### src/verilog/spms_pkg.sv
package spms_pkg;
  // ----------------------------------------------------------------
  // register indices; byte address is four times the index
  // ----------------------------------------------------------------
  localparam logic [9:0] IDX_CTRL = 10'h044;
  localparam logic [9:0] IDX_STAT = 10'h045;
  localparam logic [9:0] IDX_DATA = 10'h046;

  // control reset: phase set, all else clear, rate bits zero
  localparam logic [7:0] CTRL_RST = 8'h04;

  // status bit positions
  localparam int STAT_DONE = 7;
  localparam int STAT_WRITE_COLLISION_FLAG = 6;
  localparam int STAT_FAULT = 4;

  // half serial period in bus clocks for rate codes 00..11
  localparam logic [4:0] HALF_R0 = 5'h01;
  localparam logic [4:0] HALF_R1 = 5'h02;
  localparam logic [4:0] HALF_R2 = 5'h08;
  localparam logic [4:0] HALF_R3 = 5'h10;

  // gpio lane of each serial pin
  localparam int LANE_MISO = 0;
  localparam int LANE_MOSI = 1;
  localparam int LANE_SCK = 2;
  localparam int LANE_SS = 3;

  // control register fields, bit 7 first
  typedef struct packed {
    logic irq_en;
    logic sys_en;
    logic bit_order;
    logic master;
    logic clock_polarity;
    logic clock_phase;
    logic [1:0] rate;
  } spms_ctrl_t;

  // master clock generator states
  typedef enum logic {
    SPMS_IDLE,
    SPMS_RUN
  } spms_state_t;
endpackage

### src/verilog/spms_top.sv
// The implementer's own choice: the AHB-Lite interface to the registers.
`timescale 1ns/1ps
module spms_top
  import spms_pkg::*;
#(
  parameter int DW = 8,
  parameter int AW = 12
) (
  input wire logic CLK,
  input wire logic RSTN,
  input wire logic HSEL,
  input wire logic [AW-1:0] HADDR,
  input wire logic [1:0] HTRANS,
  input wire logic HWRITE,
  input wire logic [2:0] HSIZE,
  input wire logic HREADY,
  input wire logic [31:0] HWDATA,
  output logic [31:0] HRDATA,
  output logic HREADYOUT,
  output logic HRESP,
  input wire logic CPU_IMASK,
  output logic IRQ,
  input wire logic MISO_I,
  output logic MISO_O,
  output logic MISO_OE,
  input wire logic MOSI_I,
  output logic MOSI_O,
  output logic MOSI_OE,
  input wire logic SCK_I,
  output logic SCK_O,
  output logic SCK_OE,
  input wire logic SS_N_I,
  output logic SS_N_O,
  output logic SS_N_OE,
  input wire logic [3:0] GPIO_OUT,
  input wire logic [3:0] GPIO_OE
);

  localparam int BW = $clog2(DW);
  localparam int EW = $clog2(2 * DW);

  // ----------------------------------------------------------------
  // helpers
  // ----------------------------------------------------------------

  // bit presented on the line, by order
  function automatic logic top_bit(input logic [DW-1:0] v,
                                   input logic lsb);
    top_bit = lsb ? v[0] : v[DW-1];
  endfunction

  // shift out the presented bit, bring in the captured one
  function automatic logic [DW-1:0] shift_in(input logic [DW-1:0] v,
                                             input logic lsb,
                                             input logic b);
    shift_in = lsb ? {b, v[DW-1:1]} : {v[DW-2:0], b};
  endfunction

  // half period in bus clocks for a rate code
  function automatic logic [4:0] half_of(input logic [1:0] r);
    case (r)
      2'b00: half_of = HALF_R0;
      2'b01: half_of = HALF_R1;
      2'b10: half_of = HALF_R2;
      default: half_of = HALF_R3;
    endcase
  endfunction

  // ----------------------------------------------------------------
  // bus slave
  // ----------------------------------------------------------------

  spms_ctrl_t ctrl_reg; // control register
  logic dp_valid_reg; // data phase pending
  logic dp_write_reg; // pending phase is a write
  logic [AW-3:0] dp_idx_reg; // word index of pending phase
  logic ap_valid; // address phase accepted
  logic rd_stat; // status read completes
  logic wr_ctrl; // control write completes
  logic wr_data; // data write completes
  logic data_acc; // any data register access

  assign ap_valid = HSEL & HTRANS[1] & HREADY;

  // zero wait states, always OKAY
  assign HREADYOUT = 1'b1;
  assign HRESP = 1'b0;

  // capture the address phase for the following data phase
  always_ff @(posedge CLK or negedge RSTN) begin
    if (!RSTN) begin
      dp_valid_reg <= 1'b0;
      dp_write_reg <= 1'b0;
      dp_idx_reg <= '0;
    end else begin
      dp_valid_reg <= ap_valid;
      if (ap_valid) begin
        dp_write_reg <= HWRITE;
        dp_idx_reg <= HADDR[AW-1:2];
      end
    end
  end

  assign rd_stat = dp_valid_reg & !dp_write_reg &
                   (dp_idx_reg == IDX_STAT[AW-3:0]);
  assign wr_ctrl = dp_valid_reg & dp_write_reg &
                   (dp_idx_reg == IDX_CTRL[AW-3:0]);
  assign wr_data = dp_valid_reg & dp_write_reg &
                   (dp_idx_reg == IDX_DATA[AW-3:0]);
  assign data_acc = dp_valid_reg & (dp_idx_reg == IDX_DATA[AW-3:0]);

  always_ff @(posedge CLK or negedge RSTN) begin
    if (!RSTN) begin
      ctrl_reg <= CTRL_RST;
    end else if (wr_ctrl) begin
      ctrl_reg <= HWDATA[7:0];
    end
  end

  // ----------------------------------------------------------------
  // shift engine
  // ----------------------------------------------------------------

  spms_state_t state_reg; // master clock generator
  logic [4:0] cnt_reg; // divider count within half period
  logic [EW-1:0] ecnt_reg; // master clock edges emitted
  logic sck_act_reg; // master clock, before polarity
  logic act_prev_reg; // slave clock, previous sample
  logic [BW-1:0] bitcnt_reg; // bits shifted this byte
  logic slv_prog_reg; // slave byte under way
  logic [DW-1:0] sreg_reg; // shift register
  logic cap_reg; // bit captured on phase-0 lead edge
  logic hold_reg; // phase-1 outgoing bit
  logic [DW-1:0] rbuf_reg; // read buffer
  logic busy; // transfer in progress
  logic start; // master begins a byte
  logic m_edge; // master clock edge this cycle
  logic sel_slave; // selected slave
  logic act_in; // slave clock after polarity
  logic lead; // leading clock edge
  logic trail; // trailing clock edge
  logic din; // incoming serial bit
  logic xfer_done; // last bit shifted
  logic [DW-1:0] sreg_next; // shift register after trail
  logic tx_bit; // outgoing serial bit
  logic done_flag_reg; // transfer complete
  logic write_collision_flag_flag_reg; // write collision
  logic fault_flag_reg; // mode fault

  assign busy = (state_reg == SPMS_RUN) | slv_prog_reg;
  assign start = wr_data & ctrl_reg.sys_en & ctrl_reg.master & !busy;
  // edge every half period of the chosen rate
  assign m_edge = (state_reg == SPMS_RUN) &
                  (cnt_reg == half_of(ctrl_reg.rate) - 5'h01);
  assign sel_slave = ctrl_reg.sys_en & !ctrl_reg.master & !SS_N_I;
  assign act_in = SCK_I ^ ctrl_reg.clock_polarity;
  // slave edges count only while select is low
  assign lead = (m_edge & !ecnt_reg[0]) |
                (sel_slave & !act_prev_reg & act_in);
  assign trail = (m_edge & ecnt_reg[0]) |
                 (sel_slave & act_prev_reg & !act_in);
  assign din = ctrl_reg.master ? MISO_I : MOSI_I;
  assign sreg_next = shift_in(sreg_reg, ctrl_reg.bit_order,
                              ctrl_reg.clock_phase ? din : cap_reg);
  assign xfer_done = trail & (bitcnt_reg == BW'(DW - 1));
  // order picks the end that leaves first
  assign tx_bit = ctrl_reg.clock_phase ? hold_reg :
                  top_bit(sreg_reg, ctrl_reg.bit_order);

  // master clock generator
  always_ff @(posedge CLK or negedge RSTN) begin
    if (!RSTN) begin
      state_reg <= SPMS_IDLE;
      cnt_reg <= '0;
      ecnt_reg <= '0;
      sck_act_reg <= 1'b0;
    end else begin
      case (state_reg)
        SPMS_IDLE: begin
          cnt_reg <= '0;
          ecnt_reg <= '0;
          sck_act_reg <= 1'b0;
          if (start) begin
            state_reg <= SPMS_RUN;
          end
        end
        SPMS_RUN: begin
          if (m_edge) begin
            cnt_reg <= '0;
            ecnt_reg <= ecnt_reg + 1'b1;
            sck_act_reg <= !sck_act_reg;
            if (ecnt_reg == EW'(2 * DW - 1)) begin
              state_reg <= SPMS_IDLE;
            end
          end else begin
            cnt_reg <= cnt_reg + 5'h01;
          end
          // losing master mode mid byte drops the clock
          if (!ctrl_reg.master || !ctrl_reg.sys_en) begin
            state_reg <= SPMS_IDLE;
          end
        end
        default: state_reg <= SPMS_IDLE;
      endcase
    end
  end

  // slave clock history; pins are taken as synchronous
  always_ff @(posedge CLK or negedge RSTN) begin
    if (!RSTN) begin
      act_prev_reg <= 1'b0;
    end else begin
      act_prev_reg <= act_in;
    end
  end

  // in either phase, a deselect or the last bit ends the slave byte
  always_ff @(posedge CLK or negedge RSTN) begin
    if (!RSTN) begin
      slv_prog_reg <= 1'b0;
    end else if (!sel_slave || xfer_done) begin
      slv_prog_reg <= 1'b0;
    end else if (lead) begin
      slv_prog_reg <= 1'b1;
    end
  end

  // bit counter; a deselected slave restarts its byte
  always_ff @(posedge CLK or negedge RSTN) begin
    if (!RSTN) begin
      bitcnt_reg <= '0;
    end else if (start || (!ctrl_reg.master && !sel_slave)) begin
      bitcnt_reg <= '0;
    end else if (trail) begin
      bitcnt_reg <= bitcnt_reg + 1'b1;
    end
  end

  // shift register, capture and hold bits
  always_ff @(posedge CLK or negedge RSTN) begin
    if (!RSTN) begin
      sreg_reg <= '0;
      cap_reg <= 1'b0;
      hold_reg <= 1'b0;
    end else begin
      if (wr_data && !busy) begin
        sreg_reg <= HWDATA[DW-1:0];
      end else if (trail) begin
        sreg_reg <= sreg_next;
      end
      // phase 0 samples on the lead edge
      if (lead && !ctrl_reg.clock_phase) begin
        cap_reg <= din;
      end
      // phase 1 drives on lead, sampled on trail
      if (lead && ctrl_reg.clock_phase) begin
        hold_reg <= top_bit(sreg_reg, ctrl_reg.bit_order);
      end
    end
  end

  always_ff @(posedge CLK or negedge RSTN) begin
    if (!RSTN) begin
      rbuf_reg <= '0;
    end else if (xfer_done && !done_flag_reg) begin
      // a pending done flag blocks the newer byte
      rbuf_reg <= sreg_next;
    end
  end

  // ----------------------------------------------------------------
  // status flags: set wins over clear
  // ----------------------------------------------------------------

  logic done_arm_reg; // status read saw done set
  logic write_collision_flag_arm_reg; // status read saw collision set
  logic fault_arm_reg; // status read saw fault set
  logic write_collision_flag_set; // rejected data write
  logic fault_set; // select low while master

  assign write_collision_flag_set = wr_data & busy;
  assign fault_set = ctrl_reg.sys_en & ctrl_reg.master & !SS_N_I;

  // arm each clear on a status read that saw the flag
  always_ff @(posedge CLK or negedge RSTN) begin
    if (!RSTN) begin
      done_arm_reg <= 1'b0;
      write_collision_flag_arm_reg <= 1'b0;
      fault_arm_reg <= 1'b0;
    end else begin
      if (rd_stat) begin
        done_arm_reg <= done_flag_reg;
        write_collision_flag_arm_reg <= write_collision_flag_flag_reg;
        fault_arm_reg <= fault_flag_reg;
      end else begin
        if (data_acc) begin
          done_arm_reg <= 1'b0;
          write_collision_flag_arm_reg <= 1'b0;
        end
        if (wr_ctrl) begin
          fault_arm_reg <= 1'b0;
        end
      end
    end
  end

  // flag registers
  always_ff @(posedge CLK or negedge RSTN) begin
    if (!RSTN) begin
      done_flag_reg <= 1'b0;
      write_collision_flag_flag_reg <= 1'b0;
      fault_flag_reg <= 1'b0;
    end else begin
      // done: set, or cleared by armed data access
      if (xfer_done) begin
        done_flag_reg <= 1'b1;
      end else if (data_acc && done_arm_reg) begin
        done_flag_reg <= 1'b0;
      end
      if (write_collision_flag_set) begin
        write_collision_flag_flag_reg <= 1'b1;
      end else if (data_acc && write_collision_flag_arm_reg) begin
        write_collision_flag_flag_reg <= 1'b0;
      end
      // mode fault set; cleared by control write
      if (fault_set) begin
        fault_flag_reg <= 1'b1;
      end else if (wr_ctrl && fault_arm_reg) begin
        fault_flag_reg <= 1'b0;
      end
    end
  end

  // read mux over flops; unmapped reads give zero
  always_comb begin
    HRDATA = 32'h0000_0000;
    if (dp_valid_reg && !dp_write_reg) begin
      if (dp_idx_reg == IDX_CTRL[AW-3:0]) begin
        HRDATA[7:0] = ctrl_reg;
      end else if (dp_idx_reg == IDX_STAT[AW-3:0]) begin
        HRDATA[STAT_DONE] = done_flag_reg;
        HRDATA[STAT_WRITE_COLLISION_FLAG] = write_collision_flag_flag_reg;
        HRDATA[STAT_FAULT] = fault_flag_reg;
      end else if (dp_idx_reg == IDX_DATA[AW-3:0]) begin
        HRDATA[DW-1:0] = rbuf_reg;
      end
    end
  end

  // collision is left out of the request
  assign IRQ = ctrl_reg.irq_en & !CPU_IMASK &
               (done_flag_reg | fault_flag_reg);

  // ----------------------------------------------------------------
  // pins
  // ----------------------------------------------------------------

  // gpio owns pins while system is off
  always_comb begin
    MISO_O = GPIO_OUT[LANE_MISO];
    MISO_OE = GPIO_OE[LANE_MISO];
    MOSI_O = GPIO_OUT[LANE_MOSI];
    MOSI_OE = GPIO_OE[LANE_MOSI];
    SCK_O = GPIO_OUT[LANE_SCK];
    SCK_OE = GPIO_OE[LANE_SCK];
    SS_N_O = GPIO_OUT[LANE_SS];
    SS_N_OE = GPIO_OE[LANE_SS];
    if (ctrl_reg.sys_en) begin
      SS_N_O = 1'b1;
      SS_N_OE = 1'b0;
      MISO_O = tx_bit;
      MOSI_O = tx_bit;
      SCK_O = ctrl_reg.clock_polarity ^ sck_act_reg;
      MOSI_OE = ctrl_reg.master;
      SCK_OE = ctrl_reg.master;
      MISO_OE = !ctrl_reg.master & !SS_N_I;
    end
  end
endmodule

### config.mk
export PLATFORM = sky130hd
export DESIGN_NAME = spms_top
export DESIGN_NICKNAME = d
export VERILOG_FILES = /design/src/verilog/spms_pkg.sv /design/src/verilog/spms_top.sv
export SDC_FILE = /design/constraint.sdc
export NUM_CORES = 1
export LEC_CHECK = 0
export BUFFER_PORTS_ARGS = -buffer_cell sky130_fd_sc_hd__buf_2
export CAP_MARGIN = 0
export CORE_MARGIN = 2
export CORE_UTILIZATION = 50
export DETAILED_ROUTE_END_ITERATION = 10
export HOLD_SLACK_MARGIN = 0.05
export PLACE_DENSITY_LB_ADDON = 0.15
export SYNTH_ARGS = -nofsm -noshare
export SYNTH_HDL_FRONTEND = slang
export SYNTH_SLANG_ARGS = --single-unit
### constraint.sdc
create_clock -name CLK -period 5.9 [get_ports CLK]
set_input_delay 0.59 -clock CLK [delete_from_list [all_inputs] [get_ports CLK]]
set_output_delay 0.59 -clock CLK [all_outputs]
set_load 0.02 [all_outputs]
==> metrics, run 1 <==
clk_lat worst skew 340 ps; Setup WS pre-CTS 3301 ps; Die Width about 84 um; Async SR Flop Fraction 1.000; most frequent cells in the layout dfrtp_1 (59), buf_2 (53), mux2i_1 (27); synthesized flop and latch total 60; Net Sw Power between 0.2 and 0.3 mW; Max VDD drop 0.0001681 V; flop2flop setup slack roughly 3600 ps; post-synthesis sequential area ratio 0.4646; WP data arrival ~2400 ps; Final setup viols 0; # IOs 110; WS Path Type flip-flop to primary output; commonest non-fill, non-tap cell in the layout dfrtp_1; status finished clean; Pre-Repair DR Iteration Count 4; WL/cell ~15 um; final slew viol count 0; DRC viols 0; largest net degree at the start of global routing 61; Fin Setup TNS 0 ps; antenna fix cells 0; Worst Path Buf+Inv 1; Final Critical Period approximately 2900 ps; PostCTS Resize Cnt 0; CTS Hold Bufs 0; relative slew slack 0.5055; initial DRC count between 150 and 200; GPL Wtd Cong ~0.76; Pleak around 1.8 nW; final non-filler cell total 439; full die area ~7100 um^2; Buffers on Ports 53; Pint about 0.71 mW; clock sink count 60; CTS tree yes; Starting Density 0.5123; Die H 84.43 um; row count 29; CTS Buffer Depth 2; # fillers about 560; clock power share 0.344; Vias between 2,000 and 2,500; Power Density 275.6 nW/um^2; CP Cell Sequence nor4b_1 -> nand4_1 -> nor4b_2 -> nand2_1 -> o21ai_1 -> buf_2; number of global-route vias before repair roughly 2,200; launch point of the worst reg-to-reg path ctrl_reg[1]$_DFFE_PN0P_; hold slack between 300 and 400 ps; Critical Path End Type primary output; fraction of power consumed by sequential logic 0.501; Avg Inst Size Synth roughly 11 um^2; Mapped Cells 305; max reg flops 10; Post-CTS Setup Inserts 0; HP Class input pin to asynchronous set/reset pin; H-Tree Depth 3; CTS root buf clkbuf_8; Area Growth Syn to Fin 12.42%; startpoint class of the critical path flip-flop; Comb power frac 0.155; Distinct cells, synth 51; Worst path max stage delay about 600 ps; register area about 1500 um^2; Routed Antenna Nets 0; Worst path slowest cell nor4b_2; clk slew on worst S/H paths 70 ps; critical path peak fanout 7; Worst-Margin Slew about 740 ps; initial antenna violation count 0; layout cells sized above 1 0.2597; Top delay family on crit path simple AND/OR/NAND/NOR gates; Worst Path Required 5310 ps; RSZ-0062 raised after global routing no; Worst Skew between 10 and 15 ps; Inst Count DP 423; first-pass GRT wire length ~11,000 um; critical path launch point dp_idx_reg[9]$_DFFE_PN0P_; Synth Warn # 0; drt via density between 5 and 6; EDFF count, synth 0; aggregate global-route resource usage 0.1901; Primary FF master, synth dfrtp_1; core area around 6300 um^2; final worst setup slack between 2000 and 3000 ps; total congestion overflow 0; Post-Syn Area between 3000 and 4000 um^2; NumNets Final approximately 430; Peak Freq approximately 0.34 GHz; multi-input logic area about 1500 um^2; area of placed instances 3448 um^2; post-route clock period utilization 0.4982; CTS Buf Count 9; fin area 3636 um^2; Max-Cap Viols 0; sw frac 0.2884; Total Routed Length 6373 um; post-DP HPWL roughly 4600 um; total power 1.002 mW; Hold Vio Cnt, Final 0; final core utilization 0.5759
==> per-layer routing <==
metal	vias up	GRT usage	routed length, um
met5	-	0	0
met4	0	0.07504	103
met3	10	0.04818	393
met2	75	0.2821	2898
met1	1076	0.2696	2977
li1	1110	-	-
==> power by group through the flow <==
| stage | logic, mW | clock network [mW] | registers (mW) |
|---|---|---|---|
| 3_3_place_gp | 0.152 | 0 | 0.508 |
| 4_1_cts | 0.156 | 0.349 | 0.502 |
| 6_report | 0.155 | 0.345 | 0.502 |
| 2_1_floorplan | 0.133 | 0 | 0.489 |
| 5_1_grt | 0.174 | 0.371 | 0.509 |
| 3_5_place_dp | 0.156 | 0 | 0.510 |
==> final timing paths <==
kind,depth (start not counted),endpoint
worst max-delay path,6,HRDATA[4]
worst max register to register,5,rbuf_reg[7]$_DFFE_PN0P_
max in group asynchronous,2,hold_reg$_DFFE_PN0P_
worst min register to register,1,cnt_reg[0]$_DFF_PN0_
worst min-delay path,2,ctrl_reg[4]$_DFFE_PN0P_
min in group CLK,3,sreg_reg[5]$_DFFE_PN0P_
==> cell usage after synthesis (2+ instances only) <==
master	instances	area [um^2]
ha_1	4	50.05
o21a_1	2	15.01
and2_1	5	31.28
and3_1	2	12.51
mux2_1	8	90.09
buf_4	26	195.2
mux2i_1	27	270.3
nor3_1	3	15.01
dfrtp_1	59	1476
nand3_1	5	25.02
inv_1	19	71.32
xor2_1	2	17.52
o21ai_1	12	60.06
a22o_1	4	35.03
a32oi_1	6	52.55
or3_1	2	12.51
clkbuf_1	7	26.28
a21boi_1	3	22.52
nor2_1	18	67.56
xnor2_1	7	61.31
a21oi_1	5	25.02
nor3_2	2	20.02
mux2_4	2	30.03
mux2_2	12	135.1
conb_1	2	7.510
nand2_1	17	63.81
buf_1	2	7.510
o22ai_1	3	18.77
o21ai_0	13	65.06
nor2b_1	5	31.28
==> cells by family (layout without fill, tap and decap cells) <==
group	after synthesis	in the layout	synth area share
buffers and inverters	56	89	0.09787
other	2	26	0.002322
muxes	49	49	0.1625
and+or+nand+nor	72	72	0.1234
AOI/OAI and AO/OA	53	53	0.1095
xor gates and xnor gates	9	9	0.02437
adders and majority gates	4	4	0.01547
DFF	60	60	0.4646
==> worst register-to-register path, stage by stage, from the launching register on <==
cell,delay (ps)
dfrtp_1,450
nor4_2,450
o22ai_4,200
o21ai_4,340
nand3b_2,360
mux2_4,400
==> area by class of cell <==
class / count / share of cell area
inverter: 19 / 0.01961
multi-input combinational: 213 / 0.4140
timing repair buffer: 54 / 0.07502
clock inverter: 4 / 0.006194
clock buffer: 12 / 0.04542
sequential: 60 / 0.4133
tap: 77 / 0.02650
(Power assumes the default switching activity.)
==> inputs of run 2 (changes only) <==
--- a/config.mk
+++ b/config.mk
@@ -5,6 +5,7 @@
 export SDC_FILE = /design/constraint.sdc
 export NUM_CORES = 1
 export LEC_CHECK = 0
+export ABC_AREA = 1
 export BUFFER_PORTS_ARGS = -buffer_cell sky130_fd_sc_hd__buf_2
 export CAP_MARGIN = 0
 export CORE_MARGIN = 2
==> constraint.sdc (replaced) <==
create_clock -name CLK -period 2.9 [get_ports CLK]
set_input_delay 0.29 -clock CLK [delete_from_list [all_inputs] [get_ports CLK]]
set_output_delay 0.29 -clock CLK [all_outputs]
set_load 0.02 [all_outputs]
==> run 2 against run 1 <==
  * Synthesized cell count increased by 49%
  * Sequential power increased by 82%
  * Flip-flop and latch count unchanged
  * Global-route usage increased by 2.1 points
  * Routed wire length increased by 20%
  * Synthesized area increased by 8.5%
  * Worst setup slack got worse by 2600 ps
  * Largest cell class unchanged
  * Cell area increased by 9.4%
==> metrics, run 2 <==
CTS Buf Count 9; top cell type's share of synthesized area 0.4208; final slew viol count 0; row count 30; layout cells sized above 1 0.2097; RSZ-0062 raised after global routing no; WL/cell 12.53 um; # fillers ~660; DRC viols 0; Mapped Cells 454; PostCTS Resize Cnt 0; drt via density approximately 4.9; HP Class input pin to flip-flop; # IOs between 100 and 150; Post-synth top cells nand2_1 (165), dfrtp_1 (59), nand3_1 (44), inv_1 (35); Vias between 3,000 and 4,000; clock sink count 60; relative slew slack 0.5958; Total Routed Length 7654 um; Primary FF master, synth dfrtp_1; aggregate global-route resource usage 0.2112; post-DP HPWL between 5000 and 6000 um; critical path launch point dp_idx_reg[0]$_DFFE_PN0P_; Area Growth Syn to Fin 13.37%; CTS tree yes; CTS root buf clkbuf_8; Pleak 2.059 nW; CTS Buffer Depth 2; post-route clock period utilization 0.8651; startpoint class of the critical path flip-flop; Worst Path Required between 2000 and 3000 ps; final non-filler cell total roughly 600; Starting Density 0.5164; Worst Skew approximately 10 ps; hold slack 143.9 ps; Final Critical Period roughly 2500 ps; NumNets Final 581; full die area between 7000 and 8000 um^2; Die H roughly 88 um; final worst setup slack between 300 and 400 ps; initial DRC count between 150 and 200; Avg Inst Size Synth 7.728 um^2; min-delay src HADDR[11]; most frequent cells in the layout nand2_1 (165), dfrtp_1 (59), buf_2 (53); total congestion overflow 0; Max VDD drop between 0.0003 and 0.0004 V; H-Tree Depth 3; initial antenna violation count 0; most frequent cell after synthesis nand2_1; critical path peak fanout 9; Inst Count DP 594; Buffers on Ports 53; synthesized flop and latch total 60; antenna fix cells 0; synth top area cells dfrtp_1 (42%), nand2_1 (18%), nand3_1 (6.3%), buf_4 (5.6%), inv_1 (3.7%); Fin Setup TNS 0 ps; EDFF count, synth 0; clk slew on worst S/H paths about 70 ps; Synth Warn # 0; Max-Cap Viols 0; Power Density 496.1 nW/um^2; Die Width 87.77 um; first-pass GRT wire length ~13,000 um; Distinct cells, synth 35; Post-Syn Area roughly 3500 um^2; WS Path Type flip-flop to primary output; number of global-route vias before repair roughly 2,700; Setup WS pre-CTS ~740 ps; launch point of the worst reg-to-reg path ctrl_reg[1]$_DFFE_PN0P_; Async SR Flop Fraction 1.000; cell taking the most area after synthesis dfrtp_1; Peak Freq 0.3986 GHz; core area ~6800 um^2; largest net degree at the start of global routing 34; clk_lat worst skew 340 ps; max reg flops 10; GPL Wtd Cong between 0.8 and 0.9; Critical Path End Type primary output; Worst-Margin Slew just over 600 ps; WP data arrival ~2200 ps; Final setup viols 0; Routed Antenna Nets 0; Pre-Repair DR Iteration Count 4; post-synthesis sequential area ratio 0.4283; Hold Vio Cnt, Final 0; status finished clean; commonest non-fill, non-tap cell in the layout nand2_1
[run 2: cell type report]
cell class / count / area, um^2 / area share
multi-input cells: 343 / 1685 / 0.4237
flip-flops and latches: 60 / 1503 / 0.3778
repair buffers: 57 / 297.8 / 0.07487
inverters: 39 / 146.4 / 0.03680
clock buffers: 10 / 137.6 / 0.03460
well taps: 96 / 120.1 / 0.03020
clock inverters: 6 / 87.58 / 0.02202
[run 2: power breakdown]
part / internal [mW] / switching, mW
Clock: 0.505 / 0.339
Sequential: 0.876 / 0.0390
Combinational: 0.0669 / 0.147
[run 2: worst max-delay path, stage by stage (launching register included)]
cell	delay (ps)
dfrtp_1	490
nor2_2	190
nand3_1	100
nor3_2	480
nand3_1	170
nand2_1	90
nand2_1	40
o21ai_0	110
buf_2	210
[run 2: path summary, 6_finish.rpt]
check,endpoint,slack [ps],depth (start not counted)
worst max-delay path,HRDATA[4],390,8
worst min-delay path,dp_idx_reg[9]$_DFFE_PN0P_,140,3
worst max register to register,rbuf_reg[6]$_DFFE_PN0P_,1110,8
worst min register to register,rbuf_reg[1]$_DFFE_PN0P_,480,2
max in group asynchronous,ctrl_reg[2]$_DFFE_PN1P_,2010,3
min in group asynchronous,cnt_reg[4]$_DFF_PN0_,500,3
[run 2: logic make-up (layout without fill, tap and decap cells)]
kind of cell               after synthesis  in the layout  synth area share
DFF                                     60             60            0.4283
and+or+nand+nor                        262            262            0.3481
buffers and inverters                   75            112            0.1170
adders and majority gates                4              4           0.01427
other                                    2             26          0.002141
AOI/OAI and AO/OA                       45             45           0.07525
xor gates and xnor gates                 6              6           0.01498
[run 2: per-layer routing]
metal,routed length (um),part of all wire,up-vias,GRT usage
met5,0,0,-,0
met4,63,0.0082,0,0.05455
met3,344,0.045,7,0.04901
met2,3598,0.47,86,0.3320
met1,3648,0.48,1396,0.2959
li1,-,-,1518,-
[run 2: timing repair]
action	in CTS	in global routing
buffers inserted	0	0
hold buffers	1	0
endpoints found under the hold margin	59	0
[run 2: metrics by stage]
stage / total power [mW] / area [um^2] / utilization
floorplan: 1.093 / 3598 / -
global placement: 1.140 / 3742 / 0.5508
detailed placement: 1.145 / 3742 / 0.5508
CTS: 1.995 / 3978 / 0.5855
global route: 2.070 / 3978 / 0.5855
finish: 1.973 / 3978 / 0.5855
==> inputs of run 3 (changes only) <==
--- a/config.mk
+++ b/config.mk
@@ -8,8 +8,10 @@
 export ABC_AREA = 1
 export BUFFER_PORTS_ARGS = -buffer_cell sky130_fd_sc_hd__buf_2
 export CAP_MARGIN = 0
+export CELL_PAD_IN_SITES_DETAIL_PLACEMENT = 1
+export CELL_PAD_IN_SITES_GLOBAL_PLACEMENT = 1
 export CORE_MARGIN = 2
-export CORE_UTILIZATION = 50
+export CORE_UTILIZATION = 37
 export DETAILED_ROUTE_END_ITERATION = 10
 export HOLD_SLACK_MARGIN = 0.05
 export PLACE_DENSITY_LB_ADDON = 0.15
==> run 3 against run 2 <==
  * Sequential share of layout area is 0.60 points lower
  * Worst setup slack got worse by 48 ps
  * Cell area rose by 1.6%
  * Non-clock buffer count stayed put
  * Global-route usage fell by 2.5 points
  * Clock skew about the same
  * Die area rose by 33%
  * Critical endpoint is now HRDATA[3]
  * Highest routed layer unchanged
==> metrics, run 3 (synthesis gave the netlist of run 2 again) <==
Final Critical Period approximately 2600 ps; post-DP HPWL just under 7000 um; Top delay family on crit path simple AND/OR/NAND/NOR gates; largest net degree at the start of global routing 46; # fillers between 1,000 and 1,500; initial DRC count 110; Pre-Repair DR Iteration Count 4; Total Routed Length 8928 um; register area ~1500 um^2; Peak Freq 0.3911 GHz; CP dominant cell by count nand3_1; Area Growth Syn to Fin 15.19%; Worst path max stage delay 500 ps; Final setup viols 0; total power 2.079 mW; max reg flops 10; clock sink count 60; row count 35; clk slew on worst S/H paths 70 ps; core area 9240 um^2; aggregate global-route resource usage 0.1860; PostCTS Resize Cnt 0; Buffers on Ports 53; Worst Path Required 2610 ps; final core utilization 0.4374; Max VDD drop 0.0002138 V; Die H just over 100 um; CTS tree yes; layout cells sized above 1 0.2097; CP Cell Sequence nor2_2 -> nand3_1 -> nor3_2 -> nand3_1 -> a21oi_1 -> buf_2; Routed Antenna Nets 0; relative slew slack 0.2916; clk_lat worst skew 340 ps; WL/cell ~14 um; number of global-route vias before repair 3,028; commonest non-fill, non-tap cell in the layout nand2_1; Power Density slightly above 500 nW/um^2; post-route clock period utilization 0.8817; Pleak approximately 2.1 nW; Worst Path Buf+Inv 1; Post-CTS Setup Inserts 0; Worst path slowest cell dfrtp_1; antenna fix cells 0; Fin Setup TNS 0 ps; DRC viols 0; WS Path Type flip-flop to primary output; status finished clean; Die Width 101.4 um; drt via density about 4.7; final worst setup slack about 340 ps; initial antenna violation count 0; final non-filler cell total around 640; critical path peak fanout 9; CTS Buffer Depth 2; RSZ-0062 raised after global routing no; full die area ~10,000 um^2; GPL Wtd Cong 0.8019; WP data arrival 2270 ps; most frequent cells in the layout nand2_1 (165), dfrtp_1 (59), buf_2 (53); HP Class input pin to asynchronous set/reset pin; NumNets Final 581; Starting Density 0.3797; # IOs 110; Setup WS pre-CTS between 700 and 800 ps; final slew viol count 0; Max-Cap Viols 0; Worst Skew roughly 10 ps; Vias just over 3,000; Inst Count DP about 630; Worst-Margin Slew between 1000 and 1500 ps; CTS Hold Bufs 0; first-pass GRT wire length between 10,000 and 15,000 um; H-Tree Depth 3; multi-input logic area approximately 1700 um^2; CTS root buf clkbuf_8; startpoint class of the critical path flip-flop; Critical Path End Type primary output; Hold Vio Cnt, Final 0; total congestion overflow 0; CTS Buf Count 9
[run 3: cell types whose count changed in the layout (fill, tap and decap cells not counted), sizes merged]
cell	previous run	this run
clkinvlp	3	0
dlygate4sd3	1	0
buf	56	57
bufinv	2	3
clkbuf	10	12
[run 3: stage by stage]
| step | instance area [um^2] | hold slack, ps |
|---|---|---|
| after floorplan | 3598 | -5.591 |
| after global placement | 3791 | 445.6 |
| after detailed placement | 3791 | 460.0 |
| after CTS | 4041 | 143.1 |
| after global routing | 4041 | 151.1 |
| final | 4041 | 142.7 |
[run 3: path summary, 6_finish.rpt]
path	from	to	slack, ps	cells after the start
worst min register to register	cap_reg$_DFFE_PN0P_	cap_reg$_DFFE_PN0P_	470	2
max in group asynchronous	RSTN	rbuf_reg[6]$_DFFE_PN0P_	1990	2
min in group CLK	HADDR[11]	dp_idx_reg[9]$_DFFE_PN0P_	150	3
worst min-delay path	RSTN	ecnt_reg[3]$_DFFE_PN0P_	140	1
worst max register to register	ctrl_reg[1]$_DFFE_PN0P_	rbuf_reg[0]$_DFFE_PN0P_	1060	9
worst max-delay path	dp_idx_reg[0]$_DFFE_PN0P_	HRDATA[3]	340	6
[run 3: power by group]
part	leakage (nW)	total [mW]	internal [mW]	switching, mW
Clock	0.127	0.945	0.617	0.328
Combinational	1.22	0.216	0.0659	0.150
Sequential	0.737	0.917	0.877	0.0407
Total	2.08	2.08	1.56	0.519
[run 3: metal layers]
layer | GRT usage | up-vias | share of wire
li1 | - | 1514 | -
met1 | 0.2523 | 1444 | 0.48
met2 | 0.3057 | 53 | 0.48
met3 | 0.02761 | 8 | 0.033
met4 | 0.06237 | 0 | 0.0075
met5 | 0 | - | 0
[run 3: area by class of cell]
| cell class | count | area share |
|---|---|---|
| multi-input cells | 343 | 0.4170 |
| flip-flops and latches | 60 | 0.3718 |
| repair buffers | 57 | 0.07306 |
| well taps | 129 | 0.03994 |
| clock buffers | 12 | 0.03839 |
| inverters | 39 | 0.03622 |
| clock inverters | 4 | 0.02353 |
